## config.mk

```make
export PLATFORM = sky130hd
export DESIGN_NAME = ubcb_comparator
export DESIGN_NICKNAME = d
export VERILOG_FILES = /design/src/ubcb_pkg.sv /design/src/ubcb_comparator.sv /design/src/ubcb_bus_select.sv /design/src/ubcb_masked_compare.sv
export VERILOG_INCLUDE_DIRS = /design/src
export SDC_FILE = /design/constraint.sdc
export NUM_CORES = 1
export LEC_CHECK = 0
export BUFFER_PORTS_ARGS = -buffer_cell sky130_fd_sc_hd__buf_2
export CAP_MARGIN = 40
export CELL_PAD_IN_SITES_DETAIL_PLACEMENT = 0
export CELL_PAD_IN_SITES_GLOBAL_PLACEMENT = 1
export CORE_MARGIN = 5
export CORE_UTILIZATION = 34
export DETAILED_ROUTE_END_ITERATION = 10
export PLACE_DENSITY = 0.84
export RECOVER_POWER = 25
export SLEW_MARGIN = 20
export SYNTH_ARGS = -nofsm -noshare
export SYNTH_HDL_FRONTEND = slang
export SYNTH_SLANG_ARGS = --single-unit
```

## constraint.sdc

```tcl
create_clock -name ref_clk_i -period 3 [get_ports ref_clk_i]
set_input_delay 0.6 -clock ref_clk_i [delete_from_list [all_inputs] [get_ports ref_clk_i]]
set_output_delay 0.6 -clock ref_clk_i [all_outputs]
set_load 0.005 [all_outputs]
```

## src/ubcb_params.svh

```systemverilog
/*
  Constants of the channel B break comparator: register offsets,
  reset values, field positions and bus cycle select codes.
  Assumes inclusion by its bare name from every file that needs it.
*/
`ifndef UBCB_PARAMS_SVH
`define UBCB_PARAMS_SVH

// register byte offsets on the plain register port
`define UBCB_OFS_BREAK_ADDRESS_B       8'h00
`define UBCB_OFS_BREAK_ADDRESS_MASK_B  8'h04
`define UBCB_OFS_BREAK_DATA_B          8'h08
`define UBCB_OFS_BREAK_DATA_MASK_B     8'h0c
`define UBCB_OFS_STATUS_B              8'h10

// reset values
`define UBCB_RST_WORD                  32'h0000_0000
`define UBCB_RST_COUNT                 16'h0000

// status register fields
`define UBCB_ST_ADDR_HIT_BIT           0
`define UBCB_ST_DATA_HIT_BIT           1
`define UBCB_ST_MATCH_BIT              2
`define UBCB_ST_STICKY_BIT             3
`define UBCB_ST_BUS_LSB                4
`define UBCB_ST_COUNT_LSB              16

// two-bit bus cycle select codes
`define UBCB_CYC_NONE                  2'h0
`define UBCB_CYC_LOCAL                 2'h1
`define UBCB_CYC_INTERNAL              2'h2
`define UBCB_CYC_LOCAL_ALT             2'h3

// operand size code that leaves data out of the condition
`define UBCB_SIZE_NONE                 2'h0

// x and y memory bus layout inside the 32-bit break words
`define UBCB_XADDR_IGNORE              32'h0001_ffff
`define UBCB_YADDR_IGNORE              32'hffff_0001
`define UBCB_XDATA_IGNORE              32'h0000_ffff
`define UBCB_YDATA_IGNORE              32'hffff_0000

`endif

```

## src/ubcb_pkg.sv

```systemverilog
/*
  Types of the channel B break comparator.
  Assumes nothing of its surroundings.
*/
`default_nettype none

package ubcb_pkg;

  // the monitored bus picked for channel B
  typedef enum logic [2:0]
  {
    bus_none,
    bus_internal,
    bus_local,
    bus_xmem,
    bus_ymem
  } ubcb_bus_e;

endpackage : ubcb_pkg

`default_nettype wire

```

## src/ubcb_comparator.sv

```systemverilog
/*
  Channel B break comparator: break address, address mask, break data
  and data mask registers, compared against one of the internal, local,
  x memory or y memory buses, with a registered match output.
  Assumes the bus selection and operand size bits come from the channel B
  bus cycle register on the same clock, and that the monitored buses are
  driven by core logic on ref_clk_i, so none is synchronised.
*/
`include "ubcb_params.svh"
`timescale 1ns/1ps
`default_nettype none

// register map, byte offsets:
//   00 break address
//   04 break address mask
//   08 break data
//   0c break data mask
//   10 status
// status word:
//   bit 0      address hit
//   bit 1      data hit
//   bit 2      channel hit
//   bit 3      sticky hit, 1 clears
//   bits 6:4   bus in use
//   bits 31:16 hit count
// writing 1 to bit 3 also clears
// the count; a hit in that cycle
// wins, so that hit is not lost
// unmapped writes are dropped,
// unmapped reads return zero

module ubcb_comparator
(
  // clock and reset
  input  wire logic        ref_clk_i,
  input  wire logic        rst_i,
  // register port
  input  wire logic [7:0]  reg_addr_i,
  input  wire logic [31:0] reg_wdata_i,
  input  wire logic        reg_write_i,
  input  wire logic        reg_read_i,
  output logic [31:0]      reg_rdata_o,
  // selection and size bits of the bus cycle register
  input  wire logic        bus_cycle_select_hi_i,
  input  wire logic        bus_cycle_select_lo_i,
  input  wire logic        xy_memory_enable_i,
  input  wire logic        xy_memory_choice_i,
  input  wire logic [1:0]  operand_size_i,
  // internal bus
  input  wire logic [31:0] internal_address_bus_i,
  input  wire logic [31:0] internal_data_bus_i,
  input  wire logic        internal_cycle_i,
  // local bus
  input  wire logic [31:0] local_address_bus_i,
  input  wire logic [31:0] local_data_bus_i,
  input  wire logic        local_cycle_i,
  // x memory bus
  input  wire logic [15:0] x_memory_address_bus_i,
  input  wire logic [15:0] x_memory_data_bus_i,
  input  wire logic        x_memory_cycle_i,
  // y memory bus
  input  wire logic [15:0] y_memory_address_bus_i,
  input  wire logic [15:0] y_memory_data_bus_i,
  input  wire logic        y_memory_cycle_i,
  // results
  output logic             address_match_o,
  output logic             data_match_o,
  output logic             match_o
);

  // software-visible state
  logic [31:0]         break_address_b_r;
  logic [31:0]         break_address_mask_b_r;
  logic [31:0]         break_data_b_r;
  logic [31:0]         break_data_mask_b_r;
  logic                sticky_hit_r;
  logic [15:0]         hit_count_r;
  logic [15:0]         hit_count_nxt;
  logic [31:0]         reg_rdata_r;
  logic [31:0]         status_word;

  // registered comparison results
  logic                address_match_r;
  logic                data_match_r;
  logic                match_r;

  // selector outputs
  ubcb_pkg::ubcb_bus_e sel_bus;
  logic [31:0]         sel_addr;
  logic [31:0]         sel_addr_ignore;
  logic [31:0]         sel_data;
  logic [31:0]         sel_data_ignore;
  logic                sel_cycle;

  // comparator outputs and qualifiers
  logic                addr_equal;
  logic                data_equal;
  logic                data_included;
  logic                hit_now;

  // decoded register accesses
  logic                wr_addr;
  logic                wr_addr_mask;
  logic                wr_data;
  logic                wr_data_mask;
  logic                wr_status;

  // exact decode: an alias would let a stray write move a break word
  // write decode; an unmapped write is dropped without effect
  assign wr_addr      = reg_write_i && (reg_addr_i == `UBCB_OFS_BREAK_ADDRESS_B);
  assign wr_addr_mask = reg_write_i && (reg_addr_i == `UBCB_OFS_BREAK_ADDRESS_MASK_B);
  assign wr_data      = reg_write_i && (reg_addr_i == `UBCB_OFS_BREAK_DATA_B);
  assign wr_data_mask = reg_write_i && (reg_addr_i == `UBCB_OFS_BREAK_DATA_MASK_B);
  assign wr_status    = reg_write_i && (reg_addr_i == `UBCB_OFS_STATUS_B);

  always_ff @(posedge ref_clk_i)
  begin
    if (rst_i)
      break_address_b_r <= `UBCB_RST_WORD;
    else if (wr_addr)
      break_address_b_r <= reg_wdata_i;
  end

  // break address mask, zero after reset
  always_ff @(posedge ref_clk_i)
  begin
    if (rst_i)
      break_address_mask_b_r <= `UBCB_RST_WORD;
    else if (wr_addr_mask)
      break_address_mask_b_r <= reg_wdata_i;
  end

  // break data; byte duplication is left to software
  always_ff @(posedge ref_clk_i)
  begin
    if (rst_i)
      break_data_b_r <= `UBCB_RST_WORD;
    else if (wr_data)
      break_data_b_r <= reg_wdata_i;
  end

  // break data mask, zero after reset
  always_ff @(posedge ref_clk_i)
  begin
    if (rst_i)
      break_data_mask_b_r <= `UBCB_RST_WORD;
    else if (wr_data_mask)
      break_data_mask_b_r <= reg_wdata_i;
  end

  // bus selection and lane alignment; the x and y buses are 16 bits
  // wide, so the selector places them in the lanes the break words
  // keep for them and marks the rest ignored, letting one pair of
  // comparators serve all four buses
  ubcb_bus_select u_select
  (
    .cycle_select_i         ({bus_cycle_select_hi_i, bus_cycle_select_lo_i}),
    .xy_memory_enable_i     (xy_memory_enable_i),
    .xy_memory_choice_i     (xy_memory_choice_i),
    .internal_address_bus_i (internal_address_bus_i),
    .internal_data_bus_i    (internal_data_bus_i),
    .internal_cycle_i       (internal_cycle_i),
    .local_address_bus_i    (local_address_bus_i),
    .local_data_bus_i       (local_data_bus_i),
    .local_cycle_i          (local_cycle_i),
    .x_memory_address_bus_i (x_memory_address_bus_i),
    .x_memory_data_bus_i    (x_memory_data_bus_i),
    .x_memory_cycle_i       (x_memory_cycle_i),
    .y_memory_address_bus_i (y_memory_address_bus_i),
    .y_memory_data_bus_i    (y_memory_data_bus_i),
    .y_memory_cycle_i       (y_memory_cycle_i),
    .bus_o                  (sel_bus),
    .addr_o                 (sel_addr),
    .addr_ignore_o          (sel_addr_ignore),
    .data_o                 (sel_data),
    .data_ignore_o          (sel_data_ignore),
    .cycle_o                (sel_cycle)
  );

  ubcb_masked_compare u_addr_cmp
  (
    .ref_i    (break_address_b_r),
    .bus_i    (sel_addr),
    .mask_i   (break_address_mask_b_r),
    .ignore_i (sel_addr_ignore),
    .equal_o  (addr_equal)
  );

  ubcb_masked_compare u_data_cmp
  (
    .ref_i    (break_data_b_r),
    .bus_i    (sel_data),
    .mask_i   (break_data_mask_b_r),
    .ignore_i (sel_data_ignore),
    .equal_o  (data_equal)
  );

  // data only counts once an operand size is set
  assign data_included = (operand_size_i != `UBCB_SIZE_NONE);

  // channel hit in a qualifying cycle; with no operand size the
  // data compare still runs but cannot block the hit
  assign hit_now = sel_cycle && addr_equal && (data_equal || !data_included);

  // the flops cost one cycle of latency but keep the long compare
  // chain away from the output pins
  // registered results; address and data flags only in qualifying cycles
  always_ff @(posedge ref_clk_i)
  begin
    if (rst_i)
    begin
      address_match_r <= 1'b0;
      data_match_r    <= 1'b0;
      match_r         <= 1'b0;
    end
    else
    begin
      address_match_r <= sel_cycle && addr_equal;
      data_match_r    <= sel_cycle && data_included && data_equal;
      match_r         <= hit_now;
    end
  end

  // sticky hit: a hit in the clearing cycle wins over the clear, so a
  // debugger that reads and then clears keeps it, but loses any hit from the read cycle to the cycle before the clear
  always_ff @(posedge ref_clk_i)
  begin
    if (rst_i)
      sticky_hit_r <= 1'b0;
    else if (hit_now)
      sticky_hit_r <= 1'b1;
    else if (wr_status && reg_wdata_i[`UBCB_ST_STICKY_BIT])
      sticky_hit_r <= 1'b0;
  end

  // saturating hit count; saturation keeps a long run from reading as few
  always_comb
  begin
    hit_count_nxt = hit_count_r;
    if (wr_status && reg_wdata_i[`UBCB_ST_STICKY_BIT])
      hit_count_nxt = `UBCB_RST_COUNT;
    if (hit_now && (hit_count_nxt != 16'hffff))
      hit_count_nxt = hit_count_nxt + 16'h0001;
  end

  // hit count register
  always_ff @(posedge ref_clk_i)
  begin
    if (rst_i)
      hit_count_r <= `UBCB_RST_COUNT;
    else
      hit_count_r <= hit_count_nxt;
  end

  // status word: live results, sticky flag, bus in use and hit count
  always_comb
  begin
    status_word                           = `UBCB_RST_WORD;
    status_word[`UBCB_ST_ADDR_HIT_BIT]    = address_match_r;
    status_word[`UBCB_ST_DATA_HIT_BIT]    = data_match_r;
    status_word[`UBCB_ST_MATCH_BIT]       = match_r;
    status_word[`UBCB_ST_STICKY_BIT]      = sticky_hit_r;
    status_word[`UBCB_ST_BUS_LSB +: 3]    = sel_bus;
    status_word[`UBCB_ST_COUNT_LSB +: 16] = hit_count_r;
  end

  // reads have no side effect, so a debugger may poll at will
  // read data stand one cycle after the strobe only; unmapped reads zero
  always_ff @(posedge ref_clk_i)
  begin
    if (rst_i)
      reg_rdata_r <= `UBCB_RST_WORD;
    else if (reg_read_i)
    begin
      unique case (reg_addr_i)
        `UBCB_OFS_BREAK_ADDRESS_B:      reg_rdata_r <= break_address_b_r;
        `UBCB_OFS_BREAK_ADDRESS_MASK_B: reg_rdata_r <= break_address_mask_b_r;
        `UBCB_OFS_BREAK_DATA_B:         reg_rdata_r <= break_data_b_r;
        `UBCB_OFS_BREAK_DATA_MASK_B:    reg_rdata_r <= break_data_mask_b_r;
        `UBCB_OFS_STATUS_B:             reg_rdata_r <= status_word;
        default:                        reg_rdata_r <= `UBCB_RST_WORD;
      endcase
    end
    else
      reg_rdata_r <= `UBCB_RST_WORD;
  end

  // outputs straight from flip-flops
  assign reg_rdata_o     = reg_rdata_r;
  assign address_match_o = address_match_r;
  assign data_match_o    = data_match_r;
  assign match_o         = match_r;

endmodule : ubcb_comparator

`default_nettype wire

```

## src/ubcb_bus_select.sv

```systemverilog
/*
  Bus selector: decodes the channel B bus selection bits into one of
  four monitored buses, or none, and lines its address and data up with the
  32-bit break words, with the bits that bus cannot supply ignored.
  Assumes all inputs are on the comparator's clock; purely combinational.
*/
`include "ubcb_params.svh"
`timescale 1ns/1ps
`default_nettype none

module ubcb_bus_select
(
  // selection bits
  input  wire logic [1:0]       cycle_select_i,
  input  wire logic             xy_memory_enable_i,
  input  wire logic             xy_memory_choice_i,
  // monitored buses
  input  wire logic [31:0]      internal_address_bus_i,
  input  wire logic [31:0]      internal_data_bus_i,
  input  wire logic             internal_cycle_i,
  input  wire logic [31:0]      local_address_bus_i,
  input  wire logic [31:0]      local_data_bus_i,
  input  wire logic             local_cycle_i,
  input  wire logic [15:0]      x_memory_address_bus_i,
  input  wire logic [15:0]      x_memory_data_bus_i,
  input  wire logic             x_memory_cycle_i,
  input  wire logic [15:0]      y_memory_address_bus_i,
  input  wire logic [15:0]      y_memory_data_bus_i,
  input  wire logic             y_memory_cycle_i,
  // aligned view of the selected bus
  output ubcb_pkg::ubcb_bus_e   bus_o,
  output logic [31:0]           addr_o,
  output logic [31:0]           addr_ignore_o,
  output logic [31:0]           data_o,
  output logic [31:0]           data_ignore_o,
  output logic                  cycle_o
);

  always_comb
  begin
    unique case (cycle_select_i)
      `UBCB_CYC_NONE:     bus_o = ubcb_pkg::bus_none;
      `UBCB_CYC_INTERNAL: bus_o = ubcb_pkg::bus_internal;
      default:
      begin
        if (!xy_memory_enable_i)
          bus_o = ubcb_pkg::bus_local;
        else if (!xy_memory_choice_i)
          bus_o = ubcb_pkg::bus_xmem;
        else
          bus_o = ubcb_pkg::bus_ymem;
      end
    endcase
  end

  // bus routing; x/y lanes placed where the break words hold them
  always_comb
  begin
    addr_o        = `UBCB_RST_WORD;
    addr_ignore_o = `UBCB_RST_WORD;
    data_o        = `UBCB_RST_WORD;
    data_ignore_o = `UBCB_RST_WORD;
    cycle_o       = 1'b0;
    unique case (bus_o)
      ubcb_pkg::bus_none:
        cycle_o = 1'b0;
      ubcb_pkg::bus_internal:
      begin
        addr_o  = internal_address_bus_i;
        data_o  = internal_data_bus_i;
        cycle_o = internal_cycle_i;
      end
      ubcb_pkg::bus_local:
      begin
        addr_o  = local_address_bus_i;
        data_o  = local_data_bus_i;
        cycle_o = local_cycle_i;
      end
      ubcb_pkg::bus_xmem:
      begin
        addr_o        = {x_memory_address_bus_i[15:1], 17'h00000};
        addr_ignore_o = `UBCB_XADDR_IGNORE;
        data_o        = {x_memory_data_bus_i, 16'h0000};
        data_ignore_o = `UBCB_XDATA_IGNORE;
        cycle_o       = x_memory_cycle_i;
      end
      ubcb_pkg::bus_ymem:
      begin
        addr_o        = {16'h0000, y_memory_address_bus_i[15:1], 1'b0};
        addr_ignore_o = `UBCB_YADDR_IGNORE;
        data_o        = {16'h0000, y_memory_data_bus_i};
        data_ignore_o = `UBCB_YDATA_IGNORE;
        cycle_o       = y_memory_cycle_i;
      end
      default:
        cycle_o = 1'b0;
    endcase
  end

endmodule : ubcb_bus_select

`default_nettype wire

```

## src/ubcb_masked_compare.sv

```systemverilog
/*
  Masked 32-bit equality: a bit takes part only when neither its mask
  bit nor its ignore bit is set.
  Assumes combinational use on the comparator's clock.
*/
`timescale 1ns/1ps
`default_nettype none

module ubcb_masked_compare
(
  // operands
  input  wire logic [31:0] ref_i,
  input  wire logic [31:0] bus_i,
  input  wire logic [31:0] mask_i,
  input  wire logic [31:0] ignore_i,
  // result
  output logic             equal_o
);

  logic [31:0] bit_ok;

  // per-bit mask: 0 keeps, 1 excludes
  for (genvar n = 0; n < 32; n++)
  begin : g_bit
    assign bit_ok[n] = mask_i[n] | ignore_i[n] | (ref_i[n] == bus_i[n]);
  end

  // all kept bits must agree
  assign equal_o = &bit_ok;

endmodule : ubcb_masked_compare

`default_nettype wire

```

==> summary.txt <==
GR Overflow Total - 0
row count - 61
Clock Sinks - 180
Layout fillers - 2725
Slew HR - 26.30%
endpoints failing hold - 0
Post-Syn Nets - 1418
post-synthesis sequential area ratio - 38.25%
most frequent cells in the layout - 296 x nand2_1, 252 x buf_2, 180 x dfxtp_1
vias in the first global route - 9950
most common cell after layout, fill and taps aside - nand2_1
CTS Root Cell - clkbuf_16
via/cell ratio - 5.528
initial drt markers - 1173
maximum fanout along the worst path - 7
input/output buffers - 278
Chip Width - 176.5 um
Worst-path clk slew - 0.08 ns
via count - 10465
Power Dens Cells - 420.3 nW/um2
share of the clock period used by the worst path - 106.9%
CTS tree - built
Synth Flop Type - dfxtp_1
TritonCTS Buffers - 17
Clock Power Share - 41.9%
Clock Skew - 0.01927 ns
Async SR Flop Fraction - 0%
max cap viols - 0
placement-stage cell area - 11920 um2
share of cells above drive strength 1 - 31.97%
Die Ht - 176.5 um
total track usage - 24.47%
CP Class - in2reg
# IOs - 281
clock tree buffer depth - 2
synthesized area - 9422 um2
Routed Antenna Nets - 0
min-delay worst type - in2reg
Seq cells post-synth - 180
Final HPWL DP - 28690 um
CP required - 3.37 ns
initial antenna violation count - 1
fin crit period - 3.208 ns
Core Area - 27550 um2
EDFF count, synth - 0
# setup viols final - 18
H-tree levels - 4
First-pass DRT Iterations - 8
CP arrival - 3.57 ns
static leakage - 5.066 nW
maximum vdd ir drop - 0.3320 mV
die area - 31140 um2
Final Net Count - 1748
Gate power share - 13.7%
Yosys cell types - 62
Final Max Tran Viols - 0
Ys Warns - 0
P&R area growth vs syn - 36.14%
initial core utilization - 34.19%
cell area after layout - 12830 um2
net switching power - 1.443 mW
Post-Synthesis Cells - 1171
clk_lat worst skew - 0.45 ns
register area - 3603 um2
Pint - 3.948 mW
fmax - 311.7 MHz
GP Congestion - 0.9565
status - finished with violations
Min Hold Slack - 0.4231 ns
Sw Share - 26.77%
Startpoint Class - input port
first-pass GRT wire length - 59270 um
RSZ-0062 raised after global routing - yes
Final Util - 46.55%
worst-margin pin slew - 1.094 ns
final wirelength - 39520 um
Routed WL per cell - 20.88 um
violations in the final reports - negative setup slack
# DRC - 0
syn_area_per_cell - 8.046 um2
largest net degree at the start of global routing - 147
CP Capture Type - flop
Post-Place Worst Slack - -0.7128 ns
area of the multi-input gates - 5584 um2
share of power burned in registers - 44.4%
final worst-path setup slack - -0.2083 ns
-- routing by layer --
layer | up-vias | track usage [%] | share of wire [%]
li1 | 4955 | - | -
met1 | 4966 | 34.90 | 45
met2 | 499 | 38.15 | 45
met3 | 45 | 5.525 | 9.1
met4 | 0 | 5.061 | 1.4
met5 | - | 0 | 0
-- Yosys cell counts (10+ instances only) --
| master | n | area share, % |
|---|---|---|
| mux2_2 | 25 | 3.0 |
| mux2i_1 | 36 | 3.8 |
| or3_1 | 11 | 0.73 |
| nor3_1 | 13 | 0.69 |
| xor2_1 | 30 | 2.8 |
| dfxtp_1 | 180 | 38 |
| nand2_1 | 296 | 12 |
| o31ai_1 | 12 | 0.96 |
| clkbuf_1 | 69 | 2.7 |
| nand3_1 | 11 | 0.58 |
| a222oi_1 | 78 | 8.3 |
| a221oi_1 | 10 | 0.93 |
| and3b_1 | 11 | 1.0 |
| and3_1 | 11 | 0.73 |
| buf_2 | 18 | 0.96 |
| nor2b_1 | 22 | 1.5 |
| a21oi_1 | 158 | 8.4 |
| nor2_1 | 47 | 1.9 |
| nand4_1 | 15 | 1.0 |
-- timing repair --
item,in CTS,in global routing
cloned,3,0
hold buffers,0,0
pin swaps,14,15
setup buffers,7,6
endpoints found under the setup margin,19,19
resized for setup,27,26
-- path summary, 6_finish.rpt --
path	startpoint	slack (ns)	depth (start not counted)	end
worst max-delay path	bus_cycle_select_hi_i	-0.21	11	hit_count_r[0]$_SDFF_PP0_
worst min-delay path	reg_wdata_i[13]	0.42	3	break_address_b_r[13]$_SDFFE_PP0P_
worst max register to register	break_address_b_r[21]$_SDFFE_PP0P_	0.61	9	hit_count_r[0]$_SDFF_PP0_
worst min register to register	sticky_hit_r$_SDFFE_PP0P_	0.47	1	sticky_hit_r$_SDFFE_PP0P_
-- power by group through the flow --
stage	logic, mW	registers (mW)	clock network, mW
CTS	0.718	2.39	2.29
floorplan	0.293	2.45	0
detailed placement	0.690	2.45	0
global placement	0.686	2.45	0
global route	0.792	2.39	2.38
finish	0.741	2.39	2.26
-- per-stage QoR --
step	setup TNS, ns	power, mW	instances
2_1_floorplan	-0.4249	2.740	1171
3_3_place_gp	-11.39	3.133	1843
3_5_place_dp	-12.15	3.137	1845
4_1_cts	-1.875	5.401	1887
5_1_grt	-3.764	5.561	1893
6_report	-1.947	5.391	1893
-- cell families (layout without fill, tap and decap cells) --
kind of cell	count (synthesis)	in the layout	share of synthesized area, %
buffers and inverters	105	446	5.020
xor gates and xnor gates	32	32	2.975
AOI/OAI and AO/OA	299	299	22.47
other	0	1	0
DFF	180	180	38.25
muxes	63	63	7.052
adders and majority gates	1	1	0.1328
and+or+nand+nor	491	493	24.10
-- state kept, by name, indices dropped and copies added, names as in the netlist --
| register | flops |
|---|---|
| sticky_hit_r | 1 |
| data_match_o | 1 |
| break_address_mask_b_r | 32 |
| hit_count_r | 16 |
| address_match_o | 1 |
| match_o | 1 |
| reg_rdata_o | 32 |
| break_data_b_r | 32 |
| break_data_mask_b_r | 32 |
| break_address_b_r | 32 |
-- final cells by class --
class                           instances  area share, %
Antenna cell                            1        0.01951
Inverter                                6         0.1756
Multi-Input combinational cell        888          43.54
Sequential cell                       180          28.09
Clock buffer                           18          3.424
Timing Repair Buffer                  408          19.95
Clock inverter                         14          1.112
Tap cell                              378          3.687
-- critical path, stage by stage --
cell and delay [ns]:
buf_2 0.11, and2b_2 0.23, buf_12 0.15, a222oi_1 0.51
mux2i_1 0.31, o2111ai_2 0.16, a2111oi_4 0.43, a41oi_2 0.23
buf_6 0.19, or4_4 0.51, a21oi_2 0.14
No activity file was read; power rests on OpenSTA's default activity.
